<file path="config.mk">
export PLATFORM = sky130hd
export DESIGN_NAME = fbl_led_top
export DESIGN_NICKNAME = d
export VERILOG_FILES = /design/src/rtl/fbl_pkg.sv /design/src/rtl/fbl_led_top.sv /design/src/rtl/fbl_pat_gen.sv
export SDC_FILE = /design/constraint.sdc
export NUM_CORES = 1
export LEC_CHECK = 0
export BUFFER_PORTS_ARGS = -buffer_cell sky130_fd_sc_hd__buf_4
export CELL_PAD_IN_SITES_DETAIL_PLACEMENT = 0
export CELL_PAD_IN_SITES_GLOBAL_PLACEMENT = 1
export CORE_ASPECT_RATIO = 1.4
export CORE_MARGIN = 1
export CORE_UTILIZATION = 38
export DETAILED_ROUTE_END_ITERATION = 10
export MAX_ROUTING_LAYER = met4
export PLACE_DENSITY = 0.81
export SETUP_SLACK_MARGIN = 0.4
export SYNTH_ARGS = -nofsm -noshare
export SYNTH_HDL_FRONTEND = slang
export SYNTH_SLANG_ARGS = --single-unit
</file>
<file path="constraint.sdc">
create_clock -name i_ref_clk -period 2.93 [get_ports i_ref_clk]
set_input_delay 0 -clock i_ref_clk [delete_from_list [all_inputs] [get_ports i_ref_clk]]
set_output_delay 0 -clock i_ref_clk [all_outputs]
set_load 0.01 [all_outputs]
</file>
<file path="src/rtl/fbl_pkg.sv">
package fbl_pkg;
  // ==========================================================
  // Time base
  localparam int unsigned CLK_HZ = 100_000_000;
  localparam int unsigned TICK_MS = 50;
  localparam int unsigned TICK_CYC = CLK_HZ / 1000 * TICK_MS;
  localparam int unsigned FLICK_MS = 50;
  localparam int unsigned FLASH_MS = 200;
  localparam int unsigned LONG_MS = 1000;
  // Phase lengths in ticks
  localparam logic [4:0] N_FLICK = 5'(FLICK_MS / TICK_MS);
  localparam logic [4:0] N_FLASH = 5'(FLASH_MS / TICK_MS);
  localparam logic [4:0] N_LONG = 5'(LONG_MS / TICK_MS);

  // ==========================================================
  // Slave state codes
  localparam logic [3:0] AL_INIT = 4'h1;
  localparam logic [3:0] AL_PREOP = 4'h2;
  localparam logic [3:0] AL_BOOT = 4'h3;
  localparam logic [3:0] AL_SAFEOP = 4'h4;
  localparam logic [3:0] AL_OP = 4'h8;
  localparam logic [7:0] CHG_ERR = 8'h01;
  localparam logic [7:0] CHG_NONE = 8'h00;
  localparam int unsigned NUM_PORTS = 2;

  // ==========================================================
  // Patterns and phases
  typedef enum logic [2:0] {
    PAT_OFF = 3'h0,
    PAT_ON = 3'h1,
    PAT_FLICK = 3'h2,
    PAT_BLINK = 3'h3,
    PAT_SINGLE = 3'h4,
    PAT_DOUBLE = 3'h5
  } fbl_pat_e;
  typedef enum logic [1:0] {
    PH_ON1 = 2'h0,
    PH_OFF1 = 2'h1,
    PH_ON2 = 2'h3,
    PH_OFF2 = 2'h2
  } fbl_phase_e;

  // ==========================================================
  // Register map
  localparam int unsigned ADDR_W = 4;
  localparam logic [3:0] REG_CTRL = 4'h0;
  localparam logic [3:0] REG_STAT = 4'h4;
  localparam logic [3:0] REG_MASK = 4'h8;
  localparam logic [3:0] REG_VIEW = 4'hC;
  localparam int unsigned CTRL_TEST_BIT = 0;
  localparam int unsigned CTRL_SCLR_BIT = 1;
  localparam logic CTRL_TEST_RST = 1'h0;
  localparam int unsigned ST_W = 3;
  localparam int unsigned ST_SPAT_BIT = 0;
  localparam int unsigned ST_EPAT_BIT = 1;
  localparam int unsigned ST_SYNC_BIT = 2;
  localparam logic [2:0] STAT_RST = 3'h0;
  localparam logic [2:0] MASK_RST = 3'h0;
  localparam int unsigned VIEW_SPAT_LSB = 0;
  localparam int unsigned VIEW_EPAT_LSB = 4;
  localparam int unsigned VIEW_LED_LSB = 8;
  localparam int unsigned VIEW_SYNC_BIT = 12;
endpackage

</file>
<file path="src/rtl/fbl_led_top.sv">
// The address-and-strobe port and the register addresses were chosen for this implementation.
module fbl_led_top #(
  parameter int unsigned TICK_CYC = fbl_pkg::TICK_CYC
) (
  input wire logic i_ref_clk,
  input wire logic i_rstn,
  input wire logic i_ce,
  input wire logic [1:0] i_link_valid,
  input wire logic [1:0] i_link_act,
  input wire logic [3:0] i_al_state,
  input wire logic i_booting,
  input wire logic i_fw_dl,
  input wire logic i_pdi_wd_err,
  input wire logic i_cfg_err,
  input wire logic i_boot_err,
  input wire logic i_auto_chg,
  input wire logic i_sync_err,
  input wire logic i_app_wd_err,
  input wire logic [3:0] i_addr,
  input wire logic [31:0] i_wdata,
  input wire logic i_wr,
  input wire logic i_rd,
  output logic [31:0] o_rdata,
  output logic o_irq,
  output logic [1:0] o_link_led,
  output logic o_state_led,
  output logic o_err_led,
  output logic [7:0] o_al_change,
  output logic o_safeop_req
);
  localparam int unsigned TW = $clog2(TICK_CYC);
  localparam logic [TW-1:0] TICK_LAST = TW'(TICK_CYC - 1);

  logic [TW-1:0] tick_cnt_r;
  logic tick, flick_r;
  logic [1:0] act_pend_r, act_hold_r;
  logic [2:0] spat, epat, spat_q_r, epat_q_r;
  logic state_gen, err_gen;
  logic test_r, sync_lat_r, sync_q_r, sync_clr;
  logic [2:0] stat_r, mask_r, stat_set, stat_clr;
  logic wr_ctrl, wr_mask, rd_stat;

  // ==========================================================
  // Common time base
  // One shared tick keeps every pattern period an exact multiple
  assign tick = i_ce && (tick_cnt_r == TICK_LAST);

  always_ff @(posedge i_ref_clk) begin
    if (!i_rstn) begin
      tick_cnt_r <= '0;
    end else if (i_ce) begin
      tick_cnt_r <= tick ? '0 : tick_cnt_r + TW'(1);
    end
  end

  // Flicker phase toggles every tick: 50 ms on, 50 ms off
  always_ff @(posedge i_ref_clk) begin
    if (!i_rstn) begin
      flick_r <= 1'b1;
    end else if (tick) begin
      flick_r <= !flick_r;
    end
  end

  // ==========================================================
  // Link indicators
  // Traffic pulses are short; any pulse in a tick window holds
  // the flicker for the next window so it is visible
  genvar gp;
  generate
    for (gp = 0; gp < fbl_pkg::NUM_PORTS; gp++) begin : g_port
      always_ff @(posedge i_ref_clk) begin
        if (!i_rstn) begin
          act_pend_r[gp] <= 1'b0;
          act_hold_r[gp] <= 1'b0;
          o_link_led[gp] <= 1'b0;
        end else if (i_ce) begin
          act_pend_r[gp] <= i_link_act[gp] || (act_pend_r[gp] && !tick);
          if (tick) begin
            act_hold_r[gp] <= act_pend_r[gp] || i_link_act[gp];
          end
          if (test_r) begin
            o_link_led[gp] <= 1'b1;
          end else if (!i_link_valid[gp]) begin
            o_link_led[gp] <= 1'b0;
          end else if (act_hold_r[gp]) begin
            o_link_led[gp] <= flick_r;
          end else begin
            o_link_led[gp] <= 1'b1;
          end
        end
      end
    end
  endgenerate

  // ==========================================================
  // Pattern selection
  // Booting, bootstrap and download win over the reported state
  always_comb begin
    if (i_booting || i_fw_dl || i_al_state == fbl_pkg::AL_BOOT) begin
      spat = fbl_pkg::PAT_FLICK;
    end else begin
      case (i_al_state)
        fbl_pkg::AL_OP: spat = fbl_pkg::PAT_ON;
        fbl_pkg::AL_PREOP: spat = fbl_pkg::PAT_BLINK;
        fbl_pkg::AL_SAFEOP: spat = fbl_pkg::PAT_SINGLE;
        fbl_pkg::AL_INIT: spat = fbl_pkg::PAT_OFF;
        default: spat = fbl_pkg::PAT_OFF;
      endcase
    end
  end

  // Error priority: most severe condition owns the red LED
  always_comb begin
    if (i_pdi_wd_err) begin
      epat = fbl_pkg::PAT_ON;
    end else if (i_app_wd_err) begin
      epat = fbl_pkg::PAT_DOUBLE;
    end else if (i_boot_err) begin
      epat = fbl_pkg::PAT_FLICK;
    end else if (i_cfg_err) begin
      epat = fbl_pkg::PAT_BLINK;
    end else if (i_auto_chg || sync_lat_r) begin
      epat = fbl_pkg::PAT_SINGLE;
    end else begin
      epat = fbl_pkg::PAT_OFF;
    end
  end

  fbl_pat_gen u_state_gen (
    .i_ref_clk(i_ref_clk),
    .i_rstn(i_rstn),
    .i_ce(i_ce),
    .i_tick(tick),
    .i_pat(spat),
    .o_led(state_gen)
  );

  fbl_pat_gen u_err_gen (
    .i_ref_clk(i_ref_clk),
    .i_rstn(i_rstn),
    .i_ce(i_ce),
    .i_tick(tick),
    .i_pat(epat),
    .o_led(err_gen)
  );

  // Indicator outputs; lamp test lights everything
  always_ff @(posedge i_ref_clk) begin
    if (!i_rstn) begin
      o_state_led <= 1'b0;
      o_err_led <= 1'b0;
    end else if (i_ce) begin
      o_state_led <= test_r || state_gen;
      o_err_led <= test_r || err_gen;
    end
  end

  // ==========================================================
  // Sync error handling and change flag
  // Latched so a short sync fault still forces the state change;
  // a new fault in the clearing cycle keeps the latch set
  always_ff @(posedge i_ref_clk) begin
    if (!i_rstn) begin
      sync_lat_r <= 1'b0;
      sync_q_r <= 1'b0;
      o_safeop_req <= 1'b0;
      o_al_change <= fbl_pkg::CHG_NONE;
    end else if (i_ce) begin
      sync_lat_r <= i_sync_err || (sync_lat_r && !sync_clr);
      sync_q_r <= i_sync_err;
      o_safeop_req <= i_sync_err || (sync_lat_r && !sync_clr);
      if (i_boot_err || i_auto_chg || sync_lat_r) begin
        o_al_change <= fbl_pkg::CHG_ERR;
      end else begin
        o_al_change <= fbl_pkg::CHG_NONE;
      end
    end
  end

  // ==========================================================
  // Register port
  assign wr_ctrl = i_wr && i_addr == fbl_pkg::REG_CTRL;
  assign wr_mask = i_wr && i_addr == fbl_pkg::REG_MASK;
  assign rd_stat = i_rd && i_addr == fbl_pkg::REG_STAT;
  assign sync_clr = wr_ctrl && i_wdata[fbl_pkg::CTRL_SCLR_BIT];

  // Control and mask
  always_ff @(posedge i_ref_clk) begin
    if (!i_rstn) begin
      test_r <= fbl_pkg::CTRL_TEST_RST;
      mask_r <= fbl_pkg::MASK_RST;
    end else if (i_ce) begin
      if (wr_ctrl) begin
        test_r <= i_wdata[fbl_pkg::CTRL_TEST_BIT];
      end
      if (wr_mask) begin
        mask_r <= i_wdata[fbl_pkg::ST_W-1:0];
      end
    end
  end

  // Sticky events; a set in the read cycle survives the clear
  always_comb begin
    stat_set = '0;
    stat_set[fbl_pkg::ST_SPAT_BIT] = spat != spat_q_r;
    stat_set[fbl_pkg::ST_EPAT_BIT] = epat != epat_q_r;
    stat_set[fbl_pkg::ST_SYNC_BIT] = i_sync_err && !sync_q_r;
    stat_clr = rd_stat ? '1 : '0;
  end

  always_ff @(posedge i_ref_clk) begin
    if (!i_rstn) begin
      stat_r <= fbl_pkg::STAT_RST;
      spat_q_r <= fbl_pkg::PAT_OFF;
      epat_q_r <= fbl_pkg::PAT_OFF;
    end else if (i_ce) begin
      stat_r <= (stat_r & ~stat_clr) | stat_set;
      spat_q_r <= spat;
      epat_q_r <= epat;
    end
  end

  assign o_irq = |(stat_r & mask_r);

  // Read data stand for one cycle only; unmapped reads give zero
  always_ff @(posedge i_ref_clk) begin
    if (!i_rstn) begin
      o_rdata <= 32'h0000_0000;
    end else if (i_ce) begin
      o_rdata <= 32'h0000_0000;
      if (i_rd) begin
        case (i_addr)
          fbl_pkg::REG_CTRL: o_rdata[fbl_pkg::CTRL_TEST_BIT] <= test_r;
          fbl_pkg::REG_STAT: o_rdata[fbl_pkg::ST_W-1:0] <= stat_r;
          fbl_pkg::REG_MASK: o_rdata[fbl_pkg::ST_W-1:0] <= mask_r;
          fbl_pkg::REG_VIEW: begin
            o_rdata[fbl_pkg::VIEW_SPAT_LSB +: 3] <= spat;
            o_rdata[fbl_pkg::VIEW_EPAT_LSB +: 3] <= epat;
            o_rdata[fbl_pkg::VIEW_LED_LSB +: 4] <=
              {o_err_led, o_state_led, o_link_led};
            o_rdata[fbl_pkg::VIEW_SYNC_BIT] <= sync_lat_r;
          end
          default: o_rdata <= 32'h0000_0000;
        endcase
      end
    end
  end
endmodule

</file>
<file path="src/rtl/fbl_pat_gen.sv">
module fbl_pat_gen (
  input wire logic i_ref_clk,
  input wire logic i_rstn,
  input wire logic i_ce,
  input wire logic i_tick,
  input wire logic [2:0] i_pat,
  output logic o_led
);
  fbl_pkg::fbl_pat_e pat_r;
  fbl_pkg::fbl_phase_e ph_r, ph_nxt, ph_after;
  logic [4:0] cnt_r, cnt_nxt, dur;
  logic restart, lit_nxt;

  // ==========================================================
  // Phase sequencing
  assign restart = i_pat != pat_r;

  // Length of the running phase, in ticks
  always_comb begin
    case (pat_r)
      fbl_pkg::PAT_FLICK: dur = fbl_pkg::N_FLICK;
      fbl_pkg::PAT_SINGLE: dur = (ph_r == fbl_pkg::PH_ON1) ?
        fbl_pkg::N_FLASH : fbl_pkg::N_LONG;
      fbl_pkg::PAT_DOUBLE: dur = (ph_r == fbl_pkg::PH_OFF2) ?
        fbl_pkg::N_LONG : fbl_pkg::N_FLASH;
      default: dur = fbl_pkg::N_FLASH;
    endcase
  end

  // Successor phase; only the double flash uses the second pair
  always_comb begin
    case (ph_r)
      fbl_pkg::PH_ON1: ph_after = fbl_pkg::PH_OFF1;
      fbl_pkg::PH_OFF1: ph_after = (pat_r == fbl_pkg::PAT_DOUBLE) ?
        fbl_pkg::PH_ON2 : fbl_pkg::PH_ON1;
      fbl_pkg::PH_ON2: ph_after = fbl_pkg::PH_OFF2;
      default: ph_after = fbl_pkg::PH_ON1;
    endcase
  end

  // A new pattern other than off starts lit; phases advance on ticks only
  always_comb begin
    ph_nxt = ph_r;
    cnt_nxt = cnt_r;
    if (restart) begin
      ph_nxt = fbl_pkg::PH_ON1;
      cnt_nxt = 5'h00;
    end else if (i_tick) begin
      if (cnt_r == dur - 5'h01) begin
        ph_nxt = ph_after;
        cnt_nxt = 5'h00;
      end else begin
        cnt_nxt = cnt_r + 5'h01;
      end
    end
    case (fbl_pkg::fbl_pat_e'(i_pat))
      fbl_pkg::PAT_OFF: lit_nxt = 1'b0;
      fbl_pkg::PAT_ON: lit_nxt = 1'b1;
      default: lit_nxt = (ph_nxt == fbl_pkg::PH_ON1) ||
        (ph_nxt == fbl_pkg::PH_ON2);
    endcase
  end

  // Pattern state
  always_ff @(posedge i_ref_clk) begin
    if (!i_rstn) begin
      pat_r <= fbl_pkg::PAT_OFF;
      ph_r <= fbl_pkg::PH_ON1;
      cnt_r <= 5'h00;
      o_led <= 1'b0;
    end else if (i_ce) begin
      pat_r <= fbl_pkg::fbl_pat_e'(i_pat);
      ph_r <= ph_nxt;
      cnt_r <= cnt_nxt;
      o_led <= lit_nxt;
    end
  end
endmodule

</file>
==> impl_metrics.tcl <==
set metrics [dict create \
    critPathRequiredTime_ns 3.18 \
    clock_latency_ns 0.34 \
    setup_tns_ns 0 \
    status "complete, no violations" \
    yosysTopAreaCell "dfxtp_1" \
    max_freq_mhz 419 \
    drtIter0Drc 173 \
    dp_cells 627 \
    antenna_found_initial 0 \
    ys.flop_type "dfxtp_1" \
    synth.yosys.warnings 0 \
    synth_compound_area_share_pct 15.4 \
    p_leak_nw 1.83 \
    first_pass_iters 4 \
    routedWlPerCell_um 13.7 \
    gp_congestion 0.765 \
    worstPathCellList "or3_1 -> a2111oi_2 -> a21oi_1 -> or3_4 -> or4_1 -> o21ai_0" \
    dpl_cell_area_sq_um 4230 \
    final_hold_viol_count 0 \
    max_slew_margin_pct 54.8 \
    vias_per_cell 5.10 \
    place_ws_ns 0.474 \
    coreArea_sq_um 9850 \
    htreeDepth 3 \
    drtAntennaViolNets 0 \
    setup_slack_ns 0.542 \
    switchingPower_mw 0.582 \
    grt_max_degree 37 \
    cts_buffers 9 \
    skew_ns 0.0148 \
    ys_ff_latch 75 \
    path_buf_inv 0 \
    drc_errors 0 \
    start_kind "flop" \
    drive_gt1_share_pct 15.4 \
    die_w_um 87.0 \
    slowest_delay_ns 0.53 \
    fin_crit_sh_pct 81.5 \
    clkPwrFrac_pct 47.2 \
    ff2ff_setup_slack_ns 0.54 \
    clockBufferDepth 2 \
    finalInstanceArea_sq_um 4670 \
    synth-edff-count 0 \
    rsz0062_at_grt "no" \
    rows 43 \
    routed_wl_mm 8.97 \
    yosys.area_share.simple_pct 25.5 \
    crit_family "simple AND/OR/NAND/NOR gates" \
    final_cell_mix "dfxtp_1 (75), nor2_1 (58), buf_4 (54)" \
    layout_commonest_cell "dfxtp_1" \
    drv_cap 0 \
    crit_path_end_kind "flop" \
    ys_seq_area_share_pct 39.1 \
    syn2layout_area_growth_pct 21.5 \
    ir_drop_uv 294 \
    power_density_nw_per_um2 520 \
    worst-setup-path-type "reg -> reg" \
    io_pins 103 \
    cts_tree "done" \
    die_y_um 121 \
    p_comb_share_pct 9.0 \
    vias 3341 \
    avgSynthCellArea_sq_um 8.37 \
    tightest_slew_ns 0.676 \
    critPathMaxFanout 8 \
    synth_top_area_share_pct 39.1 \
    min_path_type "in -> reg" \
    cts_sinks 75 \
    grt_pass1_wl_mm 14.4 \
    drv_slew 0 \
    crit_arrival_ns 2.64 \
    report.final.setup_viol 0 \
    synthMuxAreaShare_pct 3.49 \
    synth-xor-area-share_pct 7.07 \
    dp_hpwl_mm 6.40 \
    ys_types 60 \
    crit_slowest_cell "or4_1" \
    clock-root-buffer "clkbuf_16" \
    synth_cells 459 \
    period_minus_slack_ns 2.39 \
    die_area_sq_um 10500 \
    nets 575 \
    p_seq_share_pct 43.8 \
    synthTopCellsByArea "dfxtp_1 (39%), nor2_1 (5.7%), buf_4 (5.5%), nand2_1 (3.9%), xor2_1 (3.9%)" \
    gr-usage-all-layers_pct 18.2 \
    grt_overflow_total 0 \
    diodes 0 \
    port_buffers 45 \
    synth_adder_area_share_pct 0.978 \
    total_power_mw 2.43 \
    postCtsSetupBuffers 0 \
    path_clk_slew_ns 0.06 \
    switching_share_pct 24.0 \
    final_cells 655 \
    internal_power_mw 1.84 \
    async_flop_share_pct 0 \
    synth_top_family_by_area "simple AND/OR/NAND/NOR gates" \
    grt_pass1_vias 3175 \
    initial_core_util_pct 39.0 \
    synth_area_sq_um 3840 \
]
[registers in the layout (all words and copies together), names as in the netlist]
signal,flops
sync_lat_r,1
o_state_led,1
u_state_gen.o_led,1
sync_q_r,1
o_al_change,1
u_err_gen.o_led,1
u_state_gen.ph_r,2
mask_r,3
u_err_gen.cnt_r,5
o_rdata,11
u_state_gen.cnt_r,5
tick_cnt_r,23
epat_q_r,3
flick_r,1
u_err_gen.ph_r,2
act_pend_r,2
o_link_led,2
u_state_gen.pat_r,3
o_err_led,1
test_r,1
act_hold_r,2
stat_r,3
[worst min-delay path, stage by stage]
cell and delay [ns]:
buf_4 0.12, a22oi_1 0.08, o21ai_0 0.13
[what timing repair did]
action | 4_1_cts | 5_1_grt
endpoints found under the hold margin | 16 | 0
resized for setup | 0 | 1
endpoints found under the setup margin | 0 | 1
hold buffers | 12 | 0
[cell families after synthesis]
logic type	count (synthesis)
buffers and inverters	57
flip-flops	75
other	1
XOR/XNOR	31
adder cells (fa/ha/maj)	3
multiplexers	12
AO/OA/AOI/OAI	84
AND/OR/NAND/NOR	196
[per-stage QoR]
| stage | hold slack (ns) | util (%) |
|---|---|---|
| 3_5_place_dp | 0.240 | 43.0 |
| 4_1_cts | 0.0147 | 47.4 |
| 3_3_place_gp | 0.230 | 43.0 |
| 6_report | 0.0189 | 47.4 |
| 5_1_grt | 0.0249 | 47.4 |
| 2_1_floorplan | 0.144 | - |
[worst paths after layout]
kind | endpoint | from | cells past startpoint
setup reg to reg | u_err_gen.ph_r[1] | epat_q_r[1] | 6
hold reg to reg | sync_q_r | sync_q_r | 2
hold / removal | o_rdata[2] | i_addr[3] | 3
setup / recovery | u_err_gen.ph_r[1] | epat_q_r[1] | 6
[power by group through the flow]
| stage | registers (mW) | clock network, mW | logic (mW) |
|---|---|---|---|
| 2_1_floorplan | 1.08 | 0 | 0.149 |
| 3_3_place_gp | 1.08 | 0 | 0.202 |
| 3_5_place_dp | 1.08 | 0 | 0.206 |
| 4_1_cts | 1.06 | 1.18 | 0.219 |
| 5_1_grt | 1.06 | 1.22 | 0.242 |
| 6_report | 1.06 | 1.15 | 0.219 |
[metal layers]
metal / vias to the layer above / wire [um] / global-route usage, %
met5: - / 0 / -
met3: 13 / 330 / 3.95
li1: 1683 / - / -
met1: 1563 / 3870 / 20.0
met2: 82 / 4610 / 30.7
met4: 0 / 166 / 8.96
[layout make-up]
type	count	area, sq um
flip-flops and latches	75	1500
multi-input cells	354	2120
inverters	9	33.8
clock buffers	11	253
fillers	959	5180
repair buffers	66	526
clock inverters	5	60.1
well taps	135	169
[synthesized netlist by cell type (3+ instances only)]
master,number
a22o_1,8
o21ai_0,12
buf_4,28
nor4_1,4
nor3_1,13
nor2_1,58
clkbuf_1,16
mux2i_1,10
nand3_1,18
xnor2_1,14
buf_1,3
or3_1,3
a22oi_1,4
and2_1,6
or2_2,3
nand2_1,40
a311oi_1,3
a211oi_1,3
nand4_1,13
xor2_1,17
nand3b_1,4
and3_1,8
a21oi_1,23
nor4bb_1,3
nand2b_1,6
o22ai_1,3
nor2b_1,7
dfxtp_1,75
inv_1,7
ha_1,3
Power figures use the tool's default switching activity.
